$ cat src/inc/tdm_port_params.svh
`ifndef TDM_PORT_PARAMS_SVH
`define TDM_PORT_PARAMS_SVH

// Port count and line widths
`define PORT_COUNT 8
`define SLOT_W 8
// Frame lengths in bit periods per mode
`define T1_FRAME_BITS 9'd193
`define E1_FRAME_BITS 9'd256
`define NX_FRAME_BITS 9'd256
// Nx64 transmit bit 0 follows the sync rise by this many bit periods
`define NX_TX_DELAY 9'd4
// Register offsets (word index on the plain register port)
`define REG_MODE 4'h0
`define REG_EDGE 4'h1
`define REG_FLY 4'h2
`define REG_IDLE 4'h3
`define REG_TXLOCK 4'h4
`define REG_RXLOCK 4'h5
`define REG_OOF 4'h6
// Reset values
`define MODE_RST 16'h0000
`define EDGE_RST 16'h0000
`define FLY_RST 8'h00
`define IDLE_RST 8'h00

`endif

$ cat src/inc/tdm_port_pkg.sv
package tdm_port_pkg;

    // Framing mode of one port
    typedef enum logic [1:0] {
        MODE_T1 = 2'h0,
        MODE_E1 = 2'h1,
        MODE_NX = 2'h2
    } line_mode_t;

    // Alignment state, Gray order along hunt -> pending -> locked
    typedef enum logic [1:0] {
        ALIGN_HUNT = 2'b00,
        ALIGN_PEND = 2'b01,
        ALIGN_LOCK = 2'b11
    } align_state_t;

endpackage : tdm_port_pkg

$ cat src/core/tdm_lane.sv
`timescale 1ns/1ps
`include "tdm_port_params.svh"

module tdm_lane
    import tdm_port_pkg::*;
(
    // System
    input wire logic clock,
    input wire logic rst_n,
    // Line pins
    input wire logic txLineClockPin,
    input wire logic txFrameSyncPin,
    input wire logic rxLineClockPin,
    input wire logic rxFrameSyncPin,
    input wire logic rxSerialInPin,
    input wire logic rxOutOfFramePin,
    output logic txSerialOut,
    output logic txSerialOe,
    // Configuration
    input wire logic [1:0] lineMode,
    input wire logic txSyncEdgeSelect,
    input wire logic rxSyncEdgeSelect,
    input wire logic flywheelAlignSelect,
    input wire logic idleSlotTristateSelect,
    // Controller side
    input wire logic txBitData,
    input wire logic txSlotMapped,
    output logic [8:0] txBitSlot,
    output logic txBitStrobe,
    output logic txFrameStart,
    output logic [8:0] rxBitSlot,
    output logic rxBitData,
    output logic rxBitStrobe,
    output logic rxFrameStart,
    output logic txLocked,
    output logic rxLocked,
    output logic rxOutOfFrame
);

    // =========================================================
    // State
    typedef struct packed {
        logic [1:0] tclkSync;
        logic tclkLast;
        logic [1:0] tsyncSync;
        logic tsyncLast;
        logic [1:0] rclkSync;
        logic rclkLast;
        logic [1:0] rsyncSync;
        logic rsyncLast;
        logic [1:0] rdatSync;
        logic [1:0] roofSync;
        logic rdatHold;
        logic [8:0] txCount;
        logic [8:0] txDelay;
        align_state_t txState;
        align_state_t rxState;
        logic [8:0] rxCount;
        logic txOut;
        logic txOe;
        logic [8:0] txSlot;
        logic txStb;
        logic txFs;
        logic [8:0] rxSlot;
        logic rxBit;
        logic rxStb;
        logic rxFs;
        logic rxOof;
        logic txSyncSeen;
        logic rxSyncSeen;
    } lane_state_t;

    lane_state_t st_r;
    lane_state_t st_nxt;

    // Frame length for the selected mode
    function automatic logic [8:0] frameBits(input logic [1:0] m);
        case (m)
            MODE_T1: frameBits = `T1_FRAME_BITS;
            MODE_E1: frameBits = `E1_FRAME_BITS;
            default: frameBits = `NX_FRAME_BITS;
        endcase
    endfunction : frameBits

    logic [8:0] lastBit;
    logic tRise;
    logic tFall;
    logic rRise;
    logic rFall;
    logic txActive;
    logic rxActive;
    logic txSyncEdge;
    logic rxSyncEdge;
    logic txSyncRise;
    logic rxSyncRise;
    logic [8:0] txNextCount;
    logic txSyncNow;
    logic rxSyncNow;

    // Edge finding looks only at second stages, never the first
    always_comb
    begin
        lastBit = frameBits(lineMode) - 9'd1;
        tRise = st_r.tclkSync[1] & ~st_r.tclkLast;
        tFall = ~st_r.tclkSync[1] & st_r.tclkLast;
        rRise = st_r.rclkSync[1] & ~st_r.rclkLast;
        rFall = ~st_r.rclkSync[1] & st_r.rclkLast;
        // Data launch on rising edge; sync sampled on selected edge
        txActive = tRise;
        txSyncEdge = txSyncEdgeSelect ? tFall : tRise;
        rxActive = rFall;
        rxSyncEdge = rxSyncEdgeSelect ? rRise : rFall;
        txSyncRise = txSyncEdge & st_r.tsyncSync[1] & ~st_r.tsyncLast;
        rxSyncRise = rxSyncEdge & st_r.rsyncSync[1] & ~st_r.rsyncLast;
        txNextCount = (st_r.txCount == lastBit) ? 9'd0 : st_r.txCount + 9'd1;
        // Frame start acts only on a data edge
        txSyncNow = txActive & (txSyncRise | st_r.txSyncSeen);
        rxSyncNow = rxActive & (rxSyncRise | st_r.rxSyncSeen);
    end

    // Next-state logic
    always_comb
    begin
        st_nxt = st_r;
        st_nxt.txStb = 1'b0;
        st_nxt.txFs = 1'b0;
        st_nxt.rxStb = 1'b0;
        st_nxt.rxFs = 1'b0;
        st_nxt.tclkSync = {st_r.tclkSync[0], txLineClockPin};
        st_nxt.tclkLast = st_r.tclkSync[1];
        st_nxt.rclkSync = {st_r.rclkSync[0], rxLineClockPin};
        st_nxt.rclkLast = st_r.rclkSync[1];
        st_nxt.tsyncSync = {st_r.tsyncSync[0], txFrameSyncPin};
        st_nxt.rsyncSync = {st_r.rsyncSync[0], rxFrameSyncPin};
        st_nxt.rdatSync = {st_r.rdatSync[0], rxSerialInPin};
        st_nxt.roofSync = {st_r.roofSync[0], rxOutOfFramePin};
        st_nxt.rxOof = st_r.roofSync[1];
        // Sync caught on the other edge marks the bit of the next data edge
        st_nxt.txSyncSeen = txActive ? 1'b0 : (st_r.txSyncSeen | txSyncRise);
        st_nxt.rxSyncSeen = rxActive ? 1'b0 : (st_r.rxSyncSeen | rxSyncRise);
        if (txSyncEdge)
        begin
            st_nxt.tsyncLast = st_r.tsyncSync[1];
        end
        if (rxSyncEdge)
        begin
            st_nxt.rsyncLast = st_r.rsyncSync[1];
        end
        if (rxActive)
        begin
            st_nxt.rdatHold = st_r.rdatSync[1];
        end
        // ===== Transmit alignment
        if (txSyncNow)
        begin
            if (lineMode == MODE_NX)
            begin
                st_nxt.txState = ALIGN_PEND;
                st_nxt.txDelay = `NX_TX_DELAY;
            end
            else
            begin
                st_nxt.txState = ALIGN_LOCK;
                st_nxt.txCount = 9'd0;
            end
        end
        else if (txActive)
        begin
            case (st_r.txState)
                ALIGN_PEND:
                begin
                    st_nxt.txDelay = st_r.txDelay - 9'd1;
                    if (st_r.txDelay == 9'd1)
                    begin
                        st_nxt.txState = ALIGN_LOCK;
                        st_nxt.txCount = 9'd0;
                    end
                end
                ALIGN_LOCK:
                begin
                    // Without flywheel, wrap waits for a fresh sync
                    if (st_r.txCount == lastBit && !flywheelAlignSelect)
                    begin
                        st_nxt.txState = ALIGN_HUNT;
                    end
                    else
                    begin
                        st_nxt.txCount = txNextCount;
                    end
                end
                default:
                    st_nxt.txState = ALIGN_HUNT;
            endcase
        end
        // Bit launch uses the count valid for this period
        if (txActive)
        begin
            if (st_nxt.txState == ALIGN_LOCK && txSlotMapped)
            begin
                st_nxt.txOut = txBitData;
                st_nxt.txOe = 1'b1;
            end
            else
            begin
                // Idle slot: float or mark high
                st_nxt.txOut = 1'b1;
                st_nxt.txOe = ~idleSlotTristateSelect;
            end
            st_nxt.txStb = (st_nxt.txState == ALIGN_LOCK);
            st_nxt.txSlot = st_nxt.txCount;
            st_nxt.txFs = (st_nxt.txState == ALIGN_LOCK) && (st_nxt.txCount == 9'd0);
        end
        // ===== Receive alignment
        if (rxActive)
        begin
            if (rxSyncNow)
            begin
                st_nxt.rxState = ALIGN_LOCK;
                st_nxt.rxCount = 9'd0;
            end
            else
            begin
                case (st_r.rxState)
                    ALIGN_LOCK:
                    begin
                        if (st_r.rxCount == lastBit && !flywheelAlignSelect)
                        begin
                            st_nxt.rxState = ALIGN_HUNT;
                        end
                        else
                        begin
                            st_nxt.rxCount = (st_r.rxCount == lastBit) ?
                                9'd0 : st_r.rxCount + 9'd1;
                        end
                    end
                    default:
                        st_nxt.rxState = ALIGN_HUNT;
                endcase
            end
            // Out-of-frame data is withheld, counting continues
            st_nxt.rxStb = (st_nxt.rxState == ALIGN_LOCK) && !st_r.roofSync[1];
            st_nxt.rxBit = st_r.rdatSync[1];
            st_nxt.rxSlot = st_nxt.rxCount;
            st_nxt.rxFs = (st_nxt.rxState == ALIGN_LOCK) && (st_nxt.rxCount == 9'd0);
        end
    end

    // State register
    always_ff @(posedge clock or negedge rst_n)
    begin
        if (!rst_n)
        begin
            st_r <= '0;
        end
        else
        begin
            st_r <= st_nxt;
        end
    end

    // Outputs straight from flops, lock flags decoded from state
    assign txSerialOut = st_r.txOut;
    assign txSerialOe = st_r.txOe;
    assign txBitSlot = st_r.txSlot;
    assign txBitStrobe = st_r.txStb;
    assign txFrameStart = st_r.txFs;
    assign rxBitSlot = st_r.rxSlot;
    assign rxBitData = st_r.rxBit;
    assign rxBitStrobe = st_r.rxStb;
    assign rxFrameStart = st_r.rxFs;
    assign txLocked = (st_r.txState == ALIGN_LOCK);
    assign rxLocked = (st_r.rxState == ALIGN_LOCK);
    assign rxOutOfFrame = st_r.rxOof;
endmodule : tdm_lane

$ cat src/core/tdm_serial_port_frame_sync.sv
`timescale 1ns/1ps
`include "tdm_port_params.svh"

// Function
// - Transmit data changes only on the transmit line clock active edge.
// - Transmit sync sampled on the edge chosen per port.
// - Rising sampled transmit sync starts a transmit frame.
// - T1 framing bit or E1 bit 0 sent in the sync-rise period.
// - Nx64 transmit bit 0 goes out four bit periods after sync rise.
// - Flywheel tracks transmit frames; otherwise each frame needs fresh sync.
// - Unmapped transmit slots float or drive one, per idle select.
// - Receive data and sync sampled on the receive line clock edge.
// - Receive sync sampled on the edge chosen per port.
// - Rising sampled receive sync starts a receive frame.
// - Bit in the sync-rise period is framing bit or bit 0.
// - Flywheel tracks receive frames; otherwise each frame needs fresh sync.
// - Out-of-frame input withholds receive bits; processing resumes on release.
module tdm_serial_port_frame_sync
    import tdm_port_pkg::*;
(
    // System
    input wire logic clock,
    input wire logic rst_n,
    // Register port
    input wire logic [3:0] regAddr,
    input wire logic [15:0] regWrData,
    input wire logic regWrite,
    input wire logic regRead,
    output logic [15:0] regRdData,
    // Line pins, one bit per port
    input wire logic [7:0] tx_line_clock,
    input wire logic [7:0] tx_frame_sync,
    output logic [7:0] tx_serial_out,
    output logic [7:0] tx_serial_out_oe,
    input wire logic [7:0] rx_line_clock,
    input wire logic [7:0] rx_frame_sync,
    input wire logic [7:0] rx_serial_in,
    input wire logic [7:0] rx_out_of_frame_in,
    // Controller side, one bit per port except the 9-bit slot buses
    input wire logic [7:0] txBitData,
    input wire logic [7:0] txSlotMapped,
    output logic [71:0] txBitSlot,
    output logic [7:0] txBitStrobe,
    output logic [7:0] txFrameStart,
    output logic [71:0] rxBitSlot,
    output logic [7:0] rxBitData,
    output logic [7:0] rxBitStrobe,
    output logic [7:0] rxFrameStart
);

    // =========================================================
    // Registers
    typedef struct packed {
        logic [15:0] mode;
        logic [7:0] txEdge;
        logic [7:0] rxEdge;
        logic [7:0] fly;
        logic [7:0] idle;
        logic [15:0] rdData;
    } regs_t;

    regs_t rg_r;
    regs_t rg_nxt;
    logic [7:0] txLocked;
    logic [7:0] rxLocked;
    logic [7:0] rxOof;

    // Software settings steer each lane; status reads back lock state
    always_comb
    begin
        rg_nxt = rg_r;
        if (regWrite)
        begin
            case (regAddr)
                `REG_MODE: rg_nxt.mode = regWrData;
                `REG_EDGE: {rg_nxt.rxEdge, rg_nxt.txEdge} = regWrData;
                `REG_FLY: rg_nxt.fly = regWrData[7:0];
                `REG_IDLE: rg_nxt.idle = regWrData[7:0];
                default: rg_nxt.fly = rg_r.fly;
            endcase
        end
        // Unmapped addresses read zero
        rg_nxt.rdData = 16'h0000;
        if (regRead)
        begin
            case (regAddr)
                `REG_MODE: rg_nxt.rdData = rg_r.mode;
                `REG_EDGE: rg_nxt.rdData = {rg_r.rxEdge, rg_r.txEdge};
                `REG_FLY: rg_nxt.rdData = {8'h00, rg_r.fly};
                `REG_IDLE: rg_nxt.rdData = {8'h00, rg_r.idle};
                `REG_TXLOCK: rg_nxt.rdData = {8'h00, txLocked};
                `REG_RXLOCK: rg_nxt.rdData = {8'h00, rxLocked};
                `REG_OOF: rg_nxt.rdData = {8'h00, rxOof};
                default: rg_nxt.rdData = 16'h0000;
            endcase
        end
    end

    // Register state
    always_ff @(posedge clock or negedge rst_n)
    begin
        if (!rst_n)
        begin
            rg_r.mode <= `MODE_RST;
            {rg_r.rxEdge, rg_r.txEdge} <= `EDGE_RST;
            rg_r.fly <= `FLY_RST;
            rg_r.idle <= `IDLE_RST;
            rg_r.rdData <= 16'h0000;
        end
        else
        begin
            rg_r <= rg_nxt;
        end
    end

    assign regRdData = rg_r.rdData;

    // =========================================================
    // Eight independent lanes
    genvar gi;
    generate
        for (gi = 0; gi < `PORT_COUNT; gi = gi + 1)
        begin : lane
            tdm_lane u_lane (
                .clock(clock),
                .rst_n(rst_n),
                .txLineClockPin(tx_line_clock[gi]),
                .txFrameSyncPin(tx_frame_sync[gi]),
                .rxLineClockPin(rx_line_clock[gi]),
                .rxFrameSyncPin(rx_frame_sync[gi]),
                .rxSerialInPin(rx_serial_in[gi]),
                .rxOutOfFramePin(rx_out_of_frame_in[gi]),
                .txSerialOut(tx_serial_out[gi]),
                .txSerialOe(tx_serial_out_oe[gi]),
                .lineMode(rg_r.mode[2*gi +: 2]),
                .txSyncEdgeSelect(rg_r.txEdge[gi]),
                .rxSyncEdgeSelect(rg_r.rxEdge[gi]),
                .flywheelAlignSelect(rg_r.fly[gi]),
                .idleSlotTristateSelect(rg_r.idle[gi]),
                .txBitData(txBitData[gi]),
                .txSlotMapped(txSlotMapped[gi]),
                .txBitSlot(txBitSlot[9*gi +: 9]),
                .txBitStrobe(txBitStrobe[gi]),
                .txFrameStart(txFrameStart[gi]),
                .rxBitSlot(rxBitSlot[9*gi +: 9]),
                .rxBitData(rxBitData[gi]),
                .rxBitStrobe(rxBitStrobe[gi]),
                .rxFrameStart(rxFrameStart[gi]),
                .txLocked(txLocked[gi]),
                .rxLocked(rxLocked[gi]),
                .rxOutOfFrame(rxOof[gi])
            );
        end
    endgenerate
endmodule : tdm_serial_port_frame_sync

$ cat config.mk
export PLATFORM = sky130hd
export DESIGN_NAME = tdm_serial_port_frame_sync
export DESIGN_NICKNAME = d
export VERILOG_FILES = /design/src/inc/tdm_port_pkg.sv /design/src/core/tdm_lane.sv /design/src/core/tdm_serial_port_frame_sync.sv
export VERILOG_INCLUDE_DIRS = /design/src /design/src/inc
export SDC_FILE = /design/constraint.sdc
export NUM_CORES = 1
export LEC_CHECK = 0
export BUFFER_PORTS_ARGS = -buffer_cell sky130_fd_sc_hd__buf_2
export CAP_MARGIN = 10
export CORE_MARGIN = 4
export CORE_UTILIZATION = 62
export CTS_BUF_LIST = sky130_fd_sc_hd__clkbuf_8
export CTS_CLUSTER_DIAMETER = 150
export DETAILED_ROUTE_END_ITERATION = 16
export MAX_ROUTING_LAYER = met4
export PLACE_DENSITY_LB_ADDON = 0.25
export SLEW_MARGIN = 25
export SYNTH_ARGS = -nofsm -noshare
export SYNTH_HDL_FRONTEND = slang
export SYNTH_SLANG_ARGS = --single-unit
$ cat constraint.sdc
create_clock -name clock -period 3.7 [get_ports clock]
set_clock_uncertainty 0.15 [all_clocks]
set_input_delay 0.37 -clock clock [delete_from_list [all_inputs] [get_ports clock]]
set_output_delay 0.37 -clock clock [all_outputs]
set_load 0.005 [all_outputs]
==> results by group <==
Clocking
  • Clock root buffer: clkbuf_8
  • Clock Sink Count: slightly below 600
  • H-tree levels: 3
  • Clk Latency, worst-skew pair: 0.69 ns
  • TritonCTS buffer count: 96
  • Clock transition at the registers of the reported paths: about 0.070 ns
  • CTS Buffer Depth: 3
  • CTS tree: done

Critical path
  • CP top delay family: simple AND/OR/NAND/NOR gates
  • Worst Path Max Fanout: 5
  • CP bufs+invs: 1
  • Startpoint Class: flop
  • Crit path required time: 4.12 ns
  • CP max-delay cell: or4_1
  • Crit path cell chain: or4_1, or4_1, a21oi_1, nor2_1, or3_1, o32a_1, dlygate4sd3_1
  • CP arrival: ~3.8 ns
  • Slowest stage delay, CP: 0.60 ns
  • Worst path most repeated cell: or4_1
  • Crit path capture type: flop
  • Kind of critical path: flop to flop

Global routing
  • Largest net degree at the start of global routing: just over 100
  • Vias in the first global route: 23,800
  • Global route total overflow: 0
  • GRT Util Overall: roughly 31%
  • Global-route wire length before repair: approximately 120,000 um
  • Antenna violations before repair: 9

Synthesis
  • Largest family of logic cells by synthesized area: simple AND/OR/NAND/NOR gates
  • #FFs+latches synth: 592
  • Mux share of post-synthesis cell area: 3.31%
  • Mapped Cells: 3,124
  • Synth Area in Adders: 1.35%
  • Synth warnings: 0
  • Syn avg cell area: 9.50 sq um
  • Distinct cells, synth: between 90 and 100
  • Netlist Area Pre-Place: 29,700 sq um
  • Xor-xnor portion of the synthesized cell area: 1.59%
  • Simple-Gate Fraction of Synth Area: 20.9%
  • EDFF count, synth: 0
  • Sequential area share after synthesis: between 40% and 50%
  • Post-synth ARST share: 100%
  • Complex-gate fraction of the synthesized area: 15.6%
  • Ys flop type: dfrtp_1
  • Syn nets: 3,244

Placement
  • Detail Placement HPWL: 55,100 um
  • Port Buffers: 303
  • RD Place Congestion: 0.956
  • Setup slack at placement: 0.544 ns

STA
  • F_max: 297 MHz
  • Worst setup margin: 0.336 ns
  • Max Transition Viols Final: 0
  • Period utilization: 90.9%
  • Fin. Hold Viols: 0
  • Final TNS setup: 0 ns
  • Hold Slack: 0.115 ns
  • Worst-Margin Slew: 0.987 ns
  • Max_slew headroom: between 30% and 40%
  • RSZ-0062 raised after global routing: no
  • Final Critical Period: roughly 3.4 ns
  • Final setup vio count: 0

Routing
  • Final ANT Viol Nets: 0
  • DRT Wirelength: about 77,000 um
  • Starting DRT DRC Count: a little under 2,000
  • DR WL/cell: 19.0 um
  • DRC viols: 0
  • Vias per inst: slightly above 6
  • TritonRoute pass-1 iters: 5
  • Vias: 24,600

Floorplan
  • Die Ht: around 230 um
  • I/O Pins: approximately 300
  • Initial core utilization: 63.2%
  • Rows: 79
  • CORE AREA: 47,000 sq um
  • Die Area: 51,500 sq um
  • Die Wd: 227 um

Run
  • Max-cap violations: 0

Power and ir drop
  • Leakage: roughly 0.016 uW
  • Total power of the final layout: slightly below 20,000 uW
  • Pwr Density: 590 nW/um^2
  • Max rail drop VDD: 375 uV

Outcome
  • Status: completed

Cells and area
  • Synthesis-to-layout area growth: 12.4%
  • Multi-input logic area: 12,700 sq um
  • Share of cells above drive strength 1: 17.1%
  • Register area: approximately 15,000 sq um
  • Number of fill cells: 3,542
  • Final nets: 3,485

Min path
  • Min-Delay Path Class: input port to flop
-- cells in the mapped netlist, types with 47 or more instances --
| master | n | area [sq um] |
|---|---|---|
| clkbuf_1 | 75 | 282 |
| o21ai_0 | 207 | 1040 |
| mux2_2 | 66 | 743 |
| nor2b_1 | 47 | 294 |
| dfrtp_1 | 592 | 14800 |
| buf_4 | 201 | 1510 |
| a31oi_1 | 58 | 363 |
| inv_1 | 93 | 349 |
| nor2_1 | 250 | 938 |
| nand3_1 | 85 | 425 |
| nand2_1 | 453 | 1700 |
| nor4_1 | 52 | 325 |
| nand2b_1 | 55 | 344 |
| a21oi_1 | 108 | 541 |
| nor3_1 | 86 | 430 |
-- metrics by stage --
step | area [sq um] | util [%] | std cells
floorplan | 29700 | - | 3124
global placement | 30500 | 65.0 | 3786
detailed placement | 30500 | 65.0 | 3786
CTS | 33300 | 71.0 | 4045
global route | 33400 | 71.1 | 4054
finish | 33400 | 71.1 | 4054
-- layer usage --
| metal | vias to the layer above | part of all wire (%) | global-route usage, % |
|---|---|---|---|
| met5 | - | 0 | - |
| met4 | 0 | 2.6 | 9.31 |
| met3 | 153 | 7.2 | 5.52 |
| met2 | 976 | 47 | 47.0 |
| met1 | 12000 | 43 | 42.1 |
| li1 | 11500 | - | - |
-- cells in the final DEF (no fill, tap or decap), drive strengths merged, types with 14 or more instances in the layout --
cell,Yosys,final
a21o,24,24
nor3,90,90
and3,29,29
xnor2,32,32
nand4,40,40
nor2b,47,47
a22o,17,17
a22oi,28,28
dfrtp,592,592
xor2,22,22
o221ai,14,14
or3,31,31
inv,93,130
nand2,453,453
a221oi,21,21
nand3,85,85
dlygate4sd3,0,88
nor3b,33,33
clkbuf,75,120
o31ai,40,40
nand3b,15,15
a211oi,16,16
o211ai,23,23
mux2i,24,24
ha,32,32
or4,14,14
buf,209,339
o21a,23,23
nor2,250,250
a21oi,108,108
a31oi,58,58
mux2,66,66
o21ai,224,224
nor4,53,53
nand2b,55,55
and2,25,25
-- cell type report --
class | count | share of cell area [%]
diodes | 9 | 0.0675
clock buffers | 120 | 4.95
clock inverters | 51 | 0.941
inverters | 93 | 1.05
multi-input cells | 2155 | 38.1
flip-flops and latches | 592 | 44.4
well taps | 607 | 2.28
repair buffers | 427 | 8.21
-- where the power goes --
group / leakage, uW / switching [uW] / internal (uW)
logic: 0.00704 / 2760 / 2080
registers: 0.00751 / 1450 / 7650
clock network: 0.00115 / 2560 / 3180
total: 0.0157 / 6770 / 12900
-- state kept, by name, summed over array words and instances, names as in the netlist, 16 cells and up --
register / cells
lane.u_lane.txBitSlot: 72
regRdData: 16
lane.u_lane.st_nxt: 72
rg_r: 48
lane.u_lane.st_r: 320
-- cells by family (layout without fill, tap and decap cells) --
group / count (synthesis) / after routing
buffers and inverters: 377 / 691
adders and majority gates: 32 / 32
other: 0 / 9
DFF: 592 / 592
muxes: 90 / 90
and+or+nand+nor: 1272 / 1272
AOI/OAI and AO/OA: 707 / 707
xor gates and xnor gates: 54 / 54
-- worst reg2reg max path, cell delays in order (launching register included) --
cell and delay, ns:
dfrtp_1 0.42, or4_1 0.60, or4_1 0.56, a21oi_1 0.18, nor2_1 0.05, or3_1 0.40
o32a_1 0.34, dlygate4sd3_1 0.55
-- final timing paths --
| kind | start | endpoint | slack, ns | cells past startpoint |
|---|---|---|---|---|
| setup / recovery | lane[6].u_lane.st_r[44] | lane[6].u_lane.txSerialOut | 0.34 | 7 |
| hold / removal | regAddr[1] | regRdData[4] | 0.12 | 4 |
| setup reg to reg | lane[6].u_lane.st_r[44] | lane[6].u_lane.txSerialOut | 0.34 | 7 |
| hold reg to reg | lane[4].u_lane.st_nxt[75] | lane[4].u_lane.st_nxt[73] | 0.19 | 0 |
| max in group asynchronous | rst_n | lane[6].u_lane.st_r[72] | 2.22 | 3 |
| min in group asynchronous | rst_n | lane[4].u_lane.txBitSlot[4] | 0.15 | 2 |
-- what timing repair did --
action	CTS	global route
buffers inserted	0	0
hold buffers	88	0
endpoints found under the hold margin	192	0
gates resized for setup	0	0
(Power assumes the default switching activity.)
